==> config.mk <==
export PLATFORM = sky130hd
export DESIGN_NAME = mirb_bank
export DESIGN_NICKNAME = d
export VERILOG_FILES = /design/src/logic/mirb_pkg.sv /design/src/logic/mirb_edge_if.sv /design/src/logic/mirb_bank.sv /design/src/logic/mirb_edge_det.sv
export VERILOG_INCLUDE_DIRS = /design/src /design/src/logic
export SDC_FILE = /design/constraint.sdc
export NUM_CORES = 1
export LEC_CHECK = 0
export ABC_CLOCK_PERIOD_IN_PS = 1700
export BUFFER_PORTS_ARGS = -buffer_cell sky130_fd_sc_hd__buf_2
export CORE_MARGIN = 1
export CORE_UTILIZATION = 55
export DETAILED_ROUTE_END_ITERATION = 6
export GPL_TIMING_DRIVEN = 1
export PLACE_DENSITY = 0.77
export SETUP_SLACK_MARGIN = 0.2
export SLEW_MARGIN = 20
export SYNTH_ARGS = -nofsm -noshare
export SYNTH_HDL_FRONTEND = slang
export SYNTH_SLANG_ARGS = --single-unit
==> constraint.sdc <==
create_clock -name i_ref_clk -period 1.7 [get_ports i_ref_clk]
set_input_delay 0.34 -clock i_ref_clk [delete_from_list [all_inputs] [get_ports i_ref_clk]]
set_output_delay 0.34 -clock i_ref_clk [all_outputs]
set_load 0.05 [all_outputs]
==> src/logic/mirb_consts.svh <==
/*
  Constants of the interrupt register bank: register indices, bit
  positions, implemented-bit masks, reset values and edge codes.
  Assumes inclusion by bare name from the bank and its edge detector.
*/
// Summary of operation
// A source's event sets its request flag; software sets the enable bits.
// Edge select bits 3:2 pick pin B trigger: off, rising, falling, both.
// Edge select bits 1:0 pick pin A trigger with the same coding.
// Control A bit 0 is the global enable; zero blocks every interrupt.
// Control A: tick B/A flags at bits 6/5, enables at bits 3/2.
// Control A: pin A flag at bit 4, enable at bit 1.
// Control B: pin B flag at bit 7, enable at bit 3.
// Control B: converter flag at bit 6, enable at bit 2.
// Control B: data EEPROM flag at bit 5, enable at bit 1.
// Control B: group 0 flag at bit 4, enable at bit 0.
// Control C: serial interface flag at bit 6, enable at bit 2.
// Control C: group 2/1 flags at bits 5/4, enables at bits 1/0.
// Without the UART, control C bits 7 and 3 always read zero.
// An interrupt is taken only if flag, own enable and global enable are set.
// Entering service clears the global enable automatically.
// Requests arriving while blocked still set their flags and stay pending.
// Flags are read/write; stay set until written zero or serviced.
`ifndef MIRB_CONSTS_SVH
`define MIRB_CONSTS_SVH

`define MIRB_NUM_REGS      7
`define MIRB_REG_EDGE      3'h0
`define MIRB_REG_CTRL_A    3'h1
`define MIRB_REG_CTRL_B    3'h2
`define MIRB_REG_CTRL_C    3'h3
`define MIRB_REG_GRP_A     3'h4
`define MIRB_REG_GRP_B     3'h5
`define MIRB_REG_GRP_C     3'h6
`define MIRB_REG_RESET     8'h00

`define MIRB_MASK_EDGE     8'h0F
`define MIRB_MASK_CTRL_A   8'h7F
`define MIRB_MASK_FULL     8'hFF
`define MIRB_MASK_C_SMALL  8'h77

`define MIRB_PIN_B_SEL_LSB 2
`define MIRB_PIN_A_SEL_LSB 0

`define MIRB_GLOBAL_EN     0
`define MIRB_PIN_A_EN      1
`define MIRB_TICK_A_EN     2
`define MIRB_TICK_B_EN     3
`define MIRB_PIN_A_FLAG    4
`define MIRB_TICK_A_FLAG   5
`define MIRB_TICK_B_FLAG   6

`define MIRB_GROUP0_EN     0
`define MIRB_NVM_EN        1
`define MIRB_ADC_EN        2
`define MIRB_PIN_B_EN      3
`define MIRB_GROUP0_FLAG   4
`define MIRB_NVM_FLAG      5
`define MIRB_ADC_FLAG      6
`define MIRB_PIN_B_FLAG    7

`define MIRB_GROUP1_EN     0
`define MIRB_GROUP2_EN     1
`define MIRB_SERIAL_EN     2
`define MIRB_UART_EN       3
`define MIRB_GROUP1_FLAG   4
`define MIRB_GROUP2_FLAG   5
`define MIRB_SERIAL_FLAG   6
`define MIRB_UART_FLAG     7

`define MIRB_SUB_FLAG_LSB  4

`define MIRB_EDGE_OFF      2'h0
`define MIRB_EDGE_RISE     2'h1
`define MIRB_EDGE_FALL     2'h2
`define MIRB_EDGE_BOTH     2'h3

`endif

==> src/logic/mirb_pkg.sv <==
/*
  Types of the interrupt register bank.
  Assumes nothing beyond a SystemVerilog compiler.
*/
`default_nettype none

package mirb_pkg;
  // vector source, listed from highest priority downward
  typedef enum logic [3:0] {
    MIRB_SRC_PIN_A,
    MIRB_SRC_PIN_B,
    MIRB_SRC_TICK_A,
    MIRB_SRC_TICK_B,
    MIRB_SRC_GROUP0,
    MIRB_SRC_GROUP1,
    MIRB_SRC_GROUP2,
    MIRB_SRC_ADC,
    MIRB_SRC_NVM,
    MIRB_SRC_SERIAL,
    MIRB_SRC_UART
  } mirb_src_t;

  typedef logic [7:0] mirb_byte_t;
endpackage : mirb_pkg

`default_nettype wire

==> src/logic/mirb_edge_if.sv <==
/*
  Link between the register bank and one pin edge detector:
  trigger selector out, qualified edge pulse back.
  Assumes both ends share the system clock.
*/
`timescale 1ns/1ps
`default_nettype none

interface mirb_edge_if;
  logic [1:0] sel;
  logic       pulse;
  modport ctrl (output sel, input pulse);
  modport det  (input sel, output pulse);
endinterface : mirb_edge_if

`default_nettype wire

==> src/logic/mirb_bank.sv <==
/*
  Interrupt register bank: edge select, three primary control registers
  and three group registers, request flags, enables, global enable and
  a one-deep vector request to the core.
  Assumes event inputs are one-cycle pulses from same-clock logic and
  external pins are asynchronous.
*/
`timescale 1ns/1ps
`default_nettype none
`include "mirb_consts.svh"

module mirb_bank #(
  parameter int HAS_UART = 0
) (
  input  wire logic              i_ref_clk,
  input  wire logic              i_sys_rst,
  input  wire logic [2:0]        i_reg_addr,
  input  wire logic              i_reg_wr,
  input  wire logic              i_reg_rd,
  input  wire logic [7:0]        i_reg_wdata,
  output var  logic [7:0]        o_reg_rdata,
  input  wire logic              i_ext_pin_a,
  input  wire logic              i_ext_pin_b,
  input  wire logic [1:0]        i_tick_evt,
  input  wire logic              i_adc_evt,
  input  wire logic              i_nvm_evt,
  input  wire logic              i_serial_evt,
  input  wire logic              i_uart_evt,
  input  wire logic [11:0]       i_group_evt,
  input  wire logic              i_svc_ack,
  output var  logic              o_irq_req,
  output var  mirb_pkg::mirb_src_t o_irq_id
);
  import mirb_pkg::*;

  // only the small and the full variant exist
  if (HAS_UART != 0 && HAS_UART != 1) begin : g_bad_uart
    $error("HAS_UART must be 0 or 1");
  end

  mirb_byte_t regs_q [`MIRB_NUM_REGS];
  mirb_byte_t regs_d [`MIRB_NUM_REGS];
  mirb_byte_t set_w  [`MIRB_NUM_REGS];
  mirb_byte_t clr_w  [`MIRB_NUM_REGS];
  mirb_byte_t rdata_q;
  logic       req_q;
  mirb_src_t  id_q;

  mirb_edge_if edge_a ();
  mirb_edge_if edge_b ();

  mirb_edge_det u_det_a (
    .i_ref_clk (i_ref_clk),
    .i_sys_rst (i_sys_rst),
    .i_pin     (i_ext_pin_a),
    .io_edge   (edge_a)
  );
  mirb_edge_det u_det_b (
    .i_ref_clk (i_ref_clk),
    .i_sys_rst (i_sys_rst),
    .i_pin     (i_ext_pin_b),
    .io_edge   (edge_b)
  );

  // implemented bits of each register
  function automatic mirb_byte_t reg_mask(input logic [2:0] idx);
    mirb_byte_t m;
    m = `MIRB_MASK_FULL;
    if (idx == `MIRB_REG_EDGE) begin
      m = `MIRB_MASK_EDGE;
    end else if (idx == `MIRB_REG_CTRL_A) begin
      m = `MIRB_MASK_CTRL_A;
    end else if (idx == `MIRB_REG_CTRL_C && HAS_UART == 0) begin
      m = `MIRB_MASK_C_SMALL;
    end
    return m;
  endfunction : reg_mask

  // sub-event flags of a group register, set whatever the enables
  function automatic mirb_byte_t group_set(input logic [3:0] evt);
    mirb_byte_t s;
    s = {evt, 4'h0};
    return s;
  endfunction : group_set

  function automatic logic group_hit(input logic [3:0] evt, input mirb_byte_t r);
    return |(evt & r[3:0]);
  endfunction : group_hit

  // register and bit that hold a source's request flag
  function automatic logic [2:0] src_reg(input mirb_src_t s);
    logic [2:0] r;
    case (s)
      MIRB_SRC_PIN_A, MIRB_SRC_TICK_A, MIRB_SRC_TICK_B: r = `MIRB_REG_CTRL_A;
      MIRB_SRC_PIN_B, MIRB_SRC_GROUP0, MIRB_SRC_ADC, MIRB_SRC_NVM: r = `MIRB_REG_CTRL_B;
      default: r = `MIRB_REG_CTRL_C;
    endcase
    return r;
  endfunction : src_reg

  function automatic mirb_byte_t src_bit(input mirb_src_t s);
    mirb_byte_t b;
    case (s)
      MIRB_SRC_PIN_A:  b = 8'(1 << `MIRB_PIN_A_FLAG);
      MIRB_SRC_TICK_A: b = 8'(1 << `MIRB_TICK_A_FLAG);
      MIRB_SRC_TICK_B: b = 8'(1 << `MIRB_TICK_B_FLAG);
      MIRB_SRC_PIN_B:  b = 8'(1 << `MIRB_PIN_B_FLAG);
      MIRB_SRC_GROUP0: b = 8'(1 << `MIRB_GROUP0_FLAG);
      MIRB_SRC_ADC:    b = 8'(1 << `MIRB_ADC_FLAG);
      MIRB_SRC_NVM:    b = 8'(1 << `MIRB_NVM_FLAG);
      MIRB_SRC_GROUP1: b = 8'(1 << `MIRB_GROUP1_FLAG);
      MIRB_SRC_GROUP2: b = 8'(1 << `MIRB_GROUP2_FLAG);
      MIRB_SRC_SERIAL: b = 8'(1 << `MIRB_SERIAL_FLAG);
      default:         b = 8'(1 << `MIRB_UART_FLAG);
    endcase
    return b;
  endfunction : src_bit

  // lowest index wins
  function automatic mirb_src_t first_src(input logic [10:0] p);
    mirb_src_t s;
    s = MIRB_SRC_PIN_A;
    for (int i = 10; i >= 0; i--) begin
      if (p[i]) begin
        s = mirb_src_t'(4'(i));
      end
    end
    return s;
  endfunction : first_src

  wire mirb_byte_t ctrl_a_w = regs_q[`MIRB_REG_CTRL_A];
  wire mirb_byte_t ctrl_b_w = regs_q[`MIRB_REG_CTRL_B];
  wire mirb_byte_t ctrl_c_w = regs_q[`MIRB_REG_CTRL_C];
  wire logic       global_irq_en = ctrl_a_w[`MIRB_GLOBAL_EN];
  wire logic       svc_take = i_svc_ack & req_q;
  wire logic [3:0] grp_a_evt = i_group_evt[3:0];
  wire logic [3:0] grp_b_evt = i_group_evt[7:4];
  wire logic [3:0] grp_c_evt = i_group_evt[11:8];
  wire logic       grp0_hit = group_hit(grp_a_evt, regs_q[`MIRB_REG_GRP_A]);
  wire logic       grp1_hit = group_hit(grp_b_evt, regs_q[`MIRB_REG_GRP_B]);
  wire logic       grp2_hit = group_hit(grp_c_evt, regs_q[`MIRB_REG_GRP_C]);
  wire logic       uart_ok  = (HAS_UART != 0);

  assign edge_a.sel = regs_q[`MIRB_REG_EDGE][`MIRB_PIN_A_SEL_LSB +: 2];
  assign edge_b.sel = regs_q[`MIRB_REG_EDGE][`MIRB_PIN_B_SEL_LSB +: 2];

  // hardware set terms
  assign set_w[`MIRB_REG_EDGE] = 8'h00;
  assign set_w[`MIRB_REG_CTRL_A] = 8'({i_tick_evt[1], i_tick_evt[0], edge_a.pulse})
                                   << `MIRB_PIN_A_FLAG;
  assign set_w[`MIRB_REG_CTRL_B] = 8'({edge_b.pulse, i_adc_evt, i_nvm_evt, grp0_hit})
                                   << `MIRB_GROUP0_FLAG;
  assign set_w[`MIRB_REG_CTRL_C] = 8'({i_uart_evt & uart_ok, i_serial_evt, grp2_hit, grp1_hit})
                                   << `MIRB_GROUP1_FLAG;
  assign set_w[`MIRB_REG_GRP_A] = group_set(grp_a_evt);
  assign set_w[`MIRB_REG_GRP_B] = group_set(grp_b_evt);
  assign set_w[`MIRB_REG_GRP_C] = group_set(grp_c_evt);

  // service clears the flag taken and the global enable
  always_comb begin
    for (int r = 0; r < `MIRB_NUM_REGS; r++) begin
      clr_w[r] = 8'h00;
      if (svc_take && src_reg(id_q) == 3'(r)) begin
        clr_w[r] = src_bit(id_q);
      end
    end
  end

  always_comb begin
    for (int r = 0; r < `MIRB_NUM_REGS; r++) begin
      regs_d[r] = regs_q[r];
      if (i_reg_wr && i_reg_addr == 3'(r)) begin
        regs_d[r] = i_reg_wdata;
      end
      regs_d[r] = ((regs_d[r] & ~clr_w[r]) | set_w[r]) & reg_mask(3'(r));
    end
    if (svc_take) begin
      regs_d[`MIRB_REG_CTRL_A][`MIRB_GLOBAL_EN] = 1'b0;
    end
  end

  // pending sources in priority order
  wire logic [10:0] pend_w = {
    ctrl_c_w[`MIRB_UART_FLAG]   & ctrl_c_w[`MIRB_UART_EN] & uart_ok,
    ctrl_c_w[`MIRB_SERIAL_FLAG] & ctrl_c_w[`MIRB_SERIAL_EN],
    ctrl_b_w[`MIRB_NVM_FLAG]    & ctrl_b_w[`MIRB_NVM_EN],
    ctrl_b_w[`MIRB_ADC_FLAG]    & ctrl_b_w[`MIRB_ADC_EN],
    ctrl_c_w[`MIRB_GROUP2_FLAG] & ctrl_c_w[`MIRB_GROUP2_EN],
    ctrl_c_w[`MIRB_GROUP1_FLAG] & ctrl_c_w[`MIRB_GROUP1_EN],
    ctrl_b_w[`MIRB_GROUP0_FLAG] & ctrl_b_w[`MIRB_GROUP0_EN],
    ctrl_a_w[`MIRB_TICK_B_FLAG] & ctrl_a_w[`MIRB_TICK_B_EN],
    ctrl_a_w[`MIRB_TICK_A_FLAG] & ctrl_a_w[`MIRB_TICK_A_EN],
    ctrl_b_w[`MIRB_PIN_B_FLAG]  & ctrl_b_w[`MIRB_PIN_B_EN],
    ctrl_a_w[`MIRB_PIN_A_FLAG]  & ctrl_a_w[`MIRB_PIN_A_EN]
  };
  wire logic req_d = global_irq_en & (|pend_w) & ~svc_take;

  wire mirb_byte_t rdata_d = (i_reg_rd && i_reg_addr < 3'(`MIRB_NUM_REGS))
                           ? regs_q[i_reg_addr] : 8'h00;

  always_ff @(posedge i_ref_clk) begin
    if (i_sys_rst) begin
      for (int r = 0; r < `MIRB_NUM_REGS; r++) begin
        regs_q[r] <= `MIRB_REG_RESET;
      end
      rdata_q <= 8'h00;
      req_q   <= 1'b0;
      id_q    <= MIRB_SRC_PIN_A;
    end else begin
      regs_q  <= regs_d;
      rdata_q <= rdata_d;
      req_q   <= req_d;
      id_q    <= first_src(pend_w);
    end
  end

  assign o_reg_rdata = rdata_q;
  assign o_irq_req   = req_q;
  assign o_irq_id    = id_q;
endmodule : mirb_bank

`default_nettype wire

==> src/logic/mirb_edge_det.sv <==
/*
  Edge detector for one external interrupt pin: two-flop synchroniser,
  then a one-cycle pulse on the edges the selector asks for.
  Assumes an asynchronous pin and the system clock.
*/
`timescale 1ns/1ps
`default_nettype none
`include "mirb_consts.svh"

module mirb_edge_det (
  input  wire logic i_ref_clk,
  input  wire logic i_sys_rst,
  input  wire logic i_pin,
  mirb_edge_if.det  io_edge
);
  import mirb_pkg::*;

  logic sync1_q;
  logic sync2_q;
  logic prev_q;
  logic pulse_q;
  logic rise_w;
  logic fall_w;
  logic pulse_d;

  assign rise_w  = sync2_q & ~prev_q;
  assign fall_w  = ~sync2_q & prev_q;
  assign pulse_d = ((io_edge.sel == `MIRB_EDGE_RISE) & rise_w)
                 | ((io_edge.sel == `MIRB_EDGE_FALL) & fall_w)
                 | ((io_edge.sel == `MIRB_EDGE_BOTH) & (rise_w | fall_w));
  assign io_edge.pulse = pulse_q;

  always_ff @(posedge i_ref_clk) begin
    if (i_sys_rst) begin
      sync1_q <= 1'b0;
      sync2_q <= 1'b0;
      prev_q  <= 1'b0;
      pulse_q <= 1'b0;
    end else begin
      sync1_q <= i_pin;
      sync2_q <= sync1_q;
      prev_q  <= sync2_q;
      pulse_q <= pulse_d;
    end
  end
endmodule : mirb_edge_det

`default_nettype wire

==> results.py <==
metrics = {
    "run_status": {
        "status": "finished with violations",
        "failed_checks": "negative setup slack",
    },
    "clock_network": {
        "cts_root_buf": "clkbuf_8",
        "cts-buffers-inserted": 9,
        "insertion_delay_ns": 0.35,
        "cts_tree": "done",
        "clock_sinks": 70,
        "cts_buffer_depth": 2,
        "htreeDepth": 3,
        "path_clk_slew_ns": 0.08,
    },
    "pwr": {
        "total_power_w": 0.00346,
        "powerDensity_mw_per_mm2": 850,
        "leakage_nw": 1.70,
        "peakVddDrop_mv": 0.592,
    },
    "timing": {
        "rsz0062_at_grt": "true",
        "tightest_slew_ns": 0.563,
        "holdWs_ns": 0.205,
        "fin_crit_sh_pct": 103,
        "setup_viol": 1,
        "period_needed_ns": 1.76,
        "finalHoldViolCount": 0,
        "clock_skew_ns": 0.00937,
        "setup_slack_ns": -0.0557,
        "fmax_ghz": 0.570,
        "slew_violations": 0,
        "maxSlewHeadroom_pct": 62.1,
    },
    "detailed_routing": {
        "drt_iter0_markers": 246,
        "routed_wirelength_um": 9130,
        "dr.pass1.iters": 5,
        "final_antenna_net_count": 0,
        "wire_per_inst_um": 17.6,
        "viasPerCell": 5.95,
        "route.detailed.drc": 0,
        "num_vias": 3090,
    },
    "grt": {
        "grt_start_max_net_pins": 30,
        "antenna_found_initial": 0,
        "grt_pass1_vias": 2853,
        "grt_pass1_wl_um": 13700,
        "gr-total-overflow": 0,
        "grt_util_all_layers_pct": 28.9,
    },
    "worst_hold_path": {
        "min_path_cells": 2,
        "worstHoldPathType": "in2reg",
    },
    "cells_and_area": {
        "drive_gt1_share_pct": 27.7,
        "mostFrequentLayoutCells": "dfxtp_1, nand2_1, buf_2, nor2_1, mux2i_1",
        "seq_area_mm2": 0.00141,
        "layout-area-overhead-vs-synth_pct": 22.3,
        "final_common_cell": "dfxtp_1",
        "fill_cells": 453,
        "multiInputGateArea_mm2": 0.00188,
        "nets": 484,
        "antennaDiodeCount": 0,
        "final_cell_area_mm2": 0.00408,
    },
    "worst_setup_path": {
        "end_kind": "flop",
        "path_class": "reg2reg",
        "critPathMaxFanout": 3,
        "cp.required_ns": 1.92,
        "worstPathArrival_ns": 1.97,
        "critPathLaunchType": "flop",
        "reg2regPathDepth": 7,
    },
    "place": {
        "io_buffers": 47,
        "hpwl_um": 6440,
        "gp_congestion": 0.896,
        "place_area_mm2": 0.00370,
    },
    "synthesis": {
        "ys_seq_area_share_pct": 42.0,
        "ys_ff_latch": 70,
        "ys_types": 45,
        "synth_ff_type": "dfxtp_1",
        "synth-async-reset-ratio_pct": 0,
        "synth-edff-count": 0,
        "synth_fp_nets": 422,
        "syn-mean-instance-area_um2": 8.77,
        "ys_warn_count": 0,
        "netlist_area_mm2": 0.00333,
        "syn_inst": 380,
    },
    "die": {
        "die-width_um": 79.9,
        "die_h_um": 79.9,
        "die_area_mm2": 0.00638,
        "num_rows": 27,
        "ios": 49,
        "core_mm2": 0.00568,
        "initial_core_util_pct": 58.7,
    },
    "job": {
        "max_cap_viol_count": 0,
    },
}
[cells by family after synthesis]
group	Yosys count	share of synthesized area, %
adder cells (fa/ha/maj)	6	2.25
XOR/XNOR	1	0.263
flip-flops	70	42.0
AND/OR/NAND/NOR	139	19.8
buffers and inverters	42	5.86
multiplexers	39	13.3
AO/OA/AOI/OAI	83	16.6
[state kept, by name, indices dropped and copies added (netlist names)]
| name | flops |
|---|---|
| ctrl_a_w | 7 |
| edge_b.sel | 2 |
| ctrl_b_w | 8 |
| u_det_a.prev_q | 1 |
| edge_a.sel | 2 |
| u_det_b.sync2_q | 1 |
| u_det_b.io_edge.pulse | 1 |
| o_reg_rdata | 8 |
| o_irq_req | 1 |
| u_det_a.sync2_q | 1 |
| u_det_b.prev_q | 1 |
| regs_q | 24 |
| u_det_a.io_edge.pulse | 1 |
| u_det_b.sync1_q | 1 |
| u_det_a.sync1_q | 1 |
| ctrl_c_w | 6 |
| o_irq_id | 4 |
[area by class of cell]
type	instances	area share (%)
multi-input cells	268	46.1
clock inverters	6	1.04
flip-flops and latches	70	34.7
inverters	23	2.12
well taps	72	2.21
repair buffers	70	10.2
clock buffers	10	3.65
[timing repair]
action,in CTS,in global routing
buffers inserted,2,2
hold buffers,0,0
pin swaps,6,10
setup endpoints to repair,10,10
resized for setup,10,20
[cells in the mapped netlist (2+ instances only)]
library cell	instances	area, um2
a211oi_1	10	75.1
a21oi_1	25	125
a221oi_1	3	26.3
a22oi_1	9	67.6
a31oi_1	15	93.8
and2b_1	3	22.5
and3_1	3	18.8
buf_1	3	11.3
buf_2	6	30.0
buf_4	2	15.0
buf_6	3	33.8
clkbuf_1	5	18.8
dfxtp_1	70	1400
ha_1	6	75.1
inv_1	23	86.3
mux2_2	7	78.8
mux2i_1	28	280
mux4_2	3	67.6
nand2_1	63	236
nand2b_1	2	12.5
nand3_1	12	60.1
nand3b_1	4	30.0
nor2_1	33	124
nor2b_1	9	56.3
nor3_1	2	10.0
o211ai_1	2	15.0
o21ai_0	4	20.0
o221ai_1	3	26.3
o2bb2ai_1	3	26.3
o31ai_1	4	30.0
[through the flow]
| stage | utilization [%] | cells | worst slack [ns] | TNS, ns |
|---|---|---|---|---|
| floorplan | - | 380 | -0.0733 | -0.192 |
| CTS | 69.8 | 517 | 0.0201 | 0 |
| global placement | 65.2 | 499 | 0.00326 | 0 |
| finish | 71.8 | 519 | -0.0557 | -0.0557 |
| detailed placement | 65.2 | 499 | -0.124 | -0.585 |
| global route | 71.8 | 519 | -0.0775 | -0.238 |
[critical path, stage by stage (launching register included)]
cell,delay [ns]
dfxtp_4,0.37
buf_4,0.14
a211oi_4,0.24
inv_1,0.10
ha_4,0.28
nand3_4,0.09
o31ai_4,0.28
a31oi_1,0.13
[metal layers]
| metal | track usage (%) | routed length (um) | share of wire, % |
|---|---|---|---|
| met1 | 37.3 | 3990 | 44 |
| met2 | 46.5 | 4240 | 46 |
| met3 | 6.06 | 621 | 6.8 |
| met4 | 12.5 | 272 | 3.0 |
| met5 | 0 | 0 | 0 |
[final timing paths]
kind	from	to	slack [ns]
hold / removal	i_ext_pin_b	u_det_b.sync1_q$_SDFF_PP0_	0.21
setup / recovery	o_irq_id[2]$_SDFF_PP0_	ctrl_c_w[5]$_SDFF_PP0_	-0.06
setup reg to reg	o_irq_id[2]$_SDFF_PP0_	ctrl_c_w[5]$_SDFF_PP0_	-0.06
hold reg to reg	u_det_a.sync1_q$_SDFF_PP0_	u_det_a.sync2_q$_SDFF_PP0_	0.45
[report_power, final]
part	internal, W	switching, W	leakage [nW]
registers	0.00170	0.0000539	0.575
logic	0.000174	0.000237	1.03
clock network	0.000624	0.000676	0.102
(Power assumes the default switching activity.)
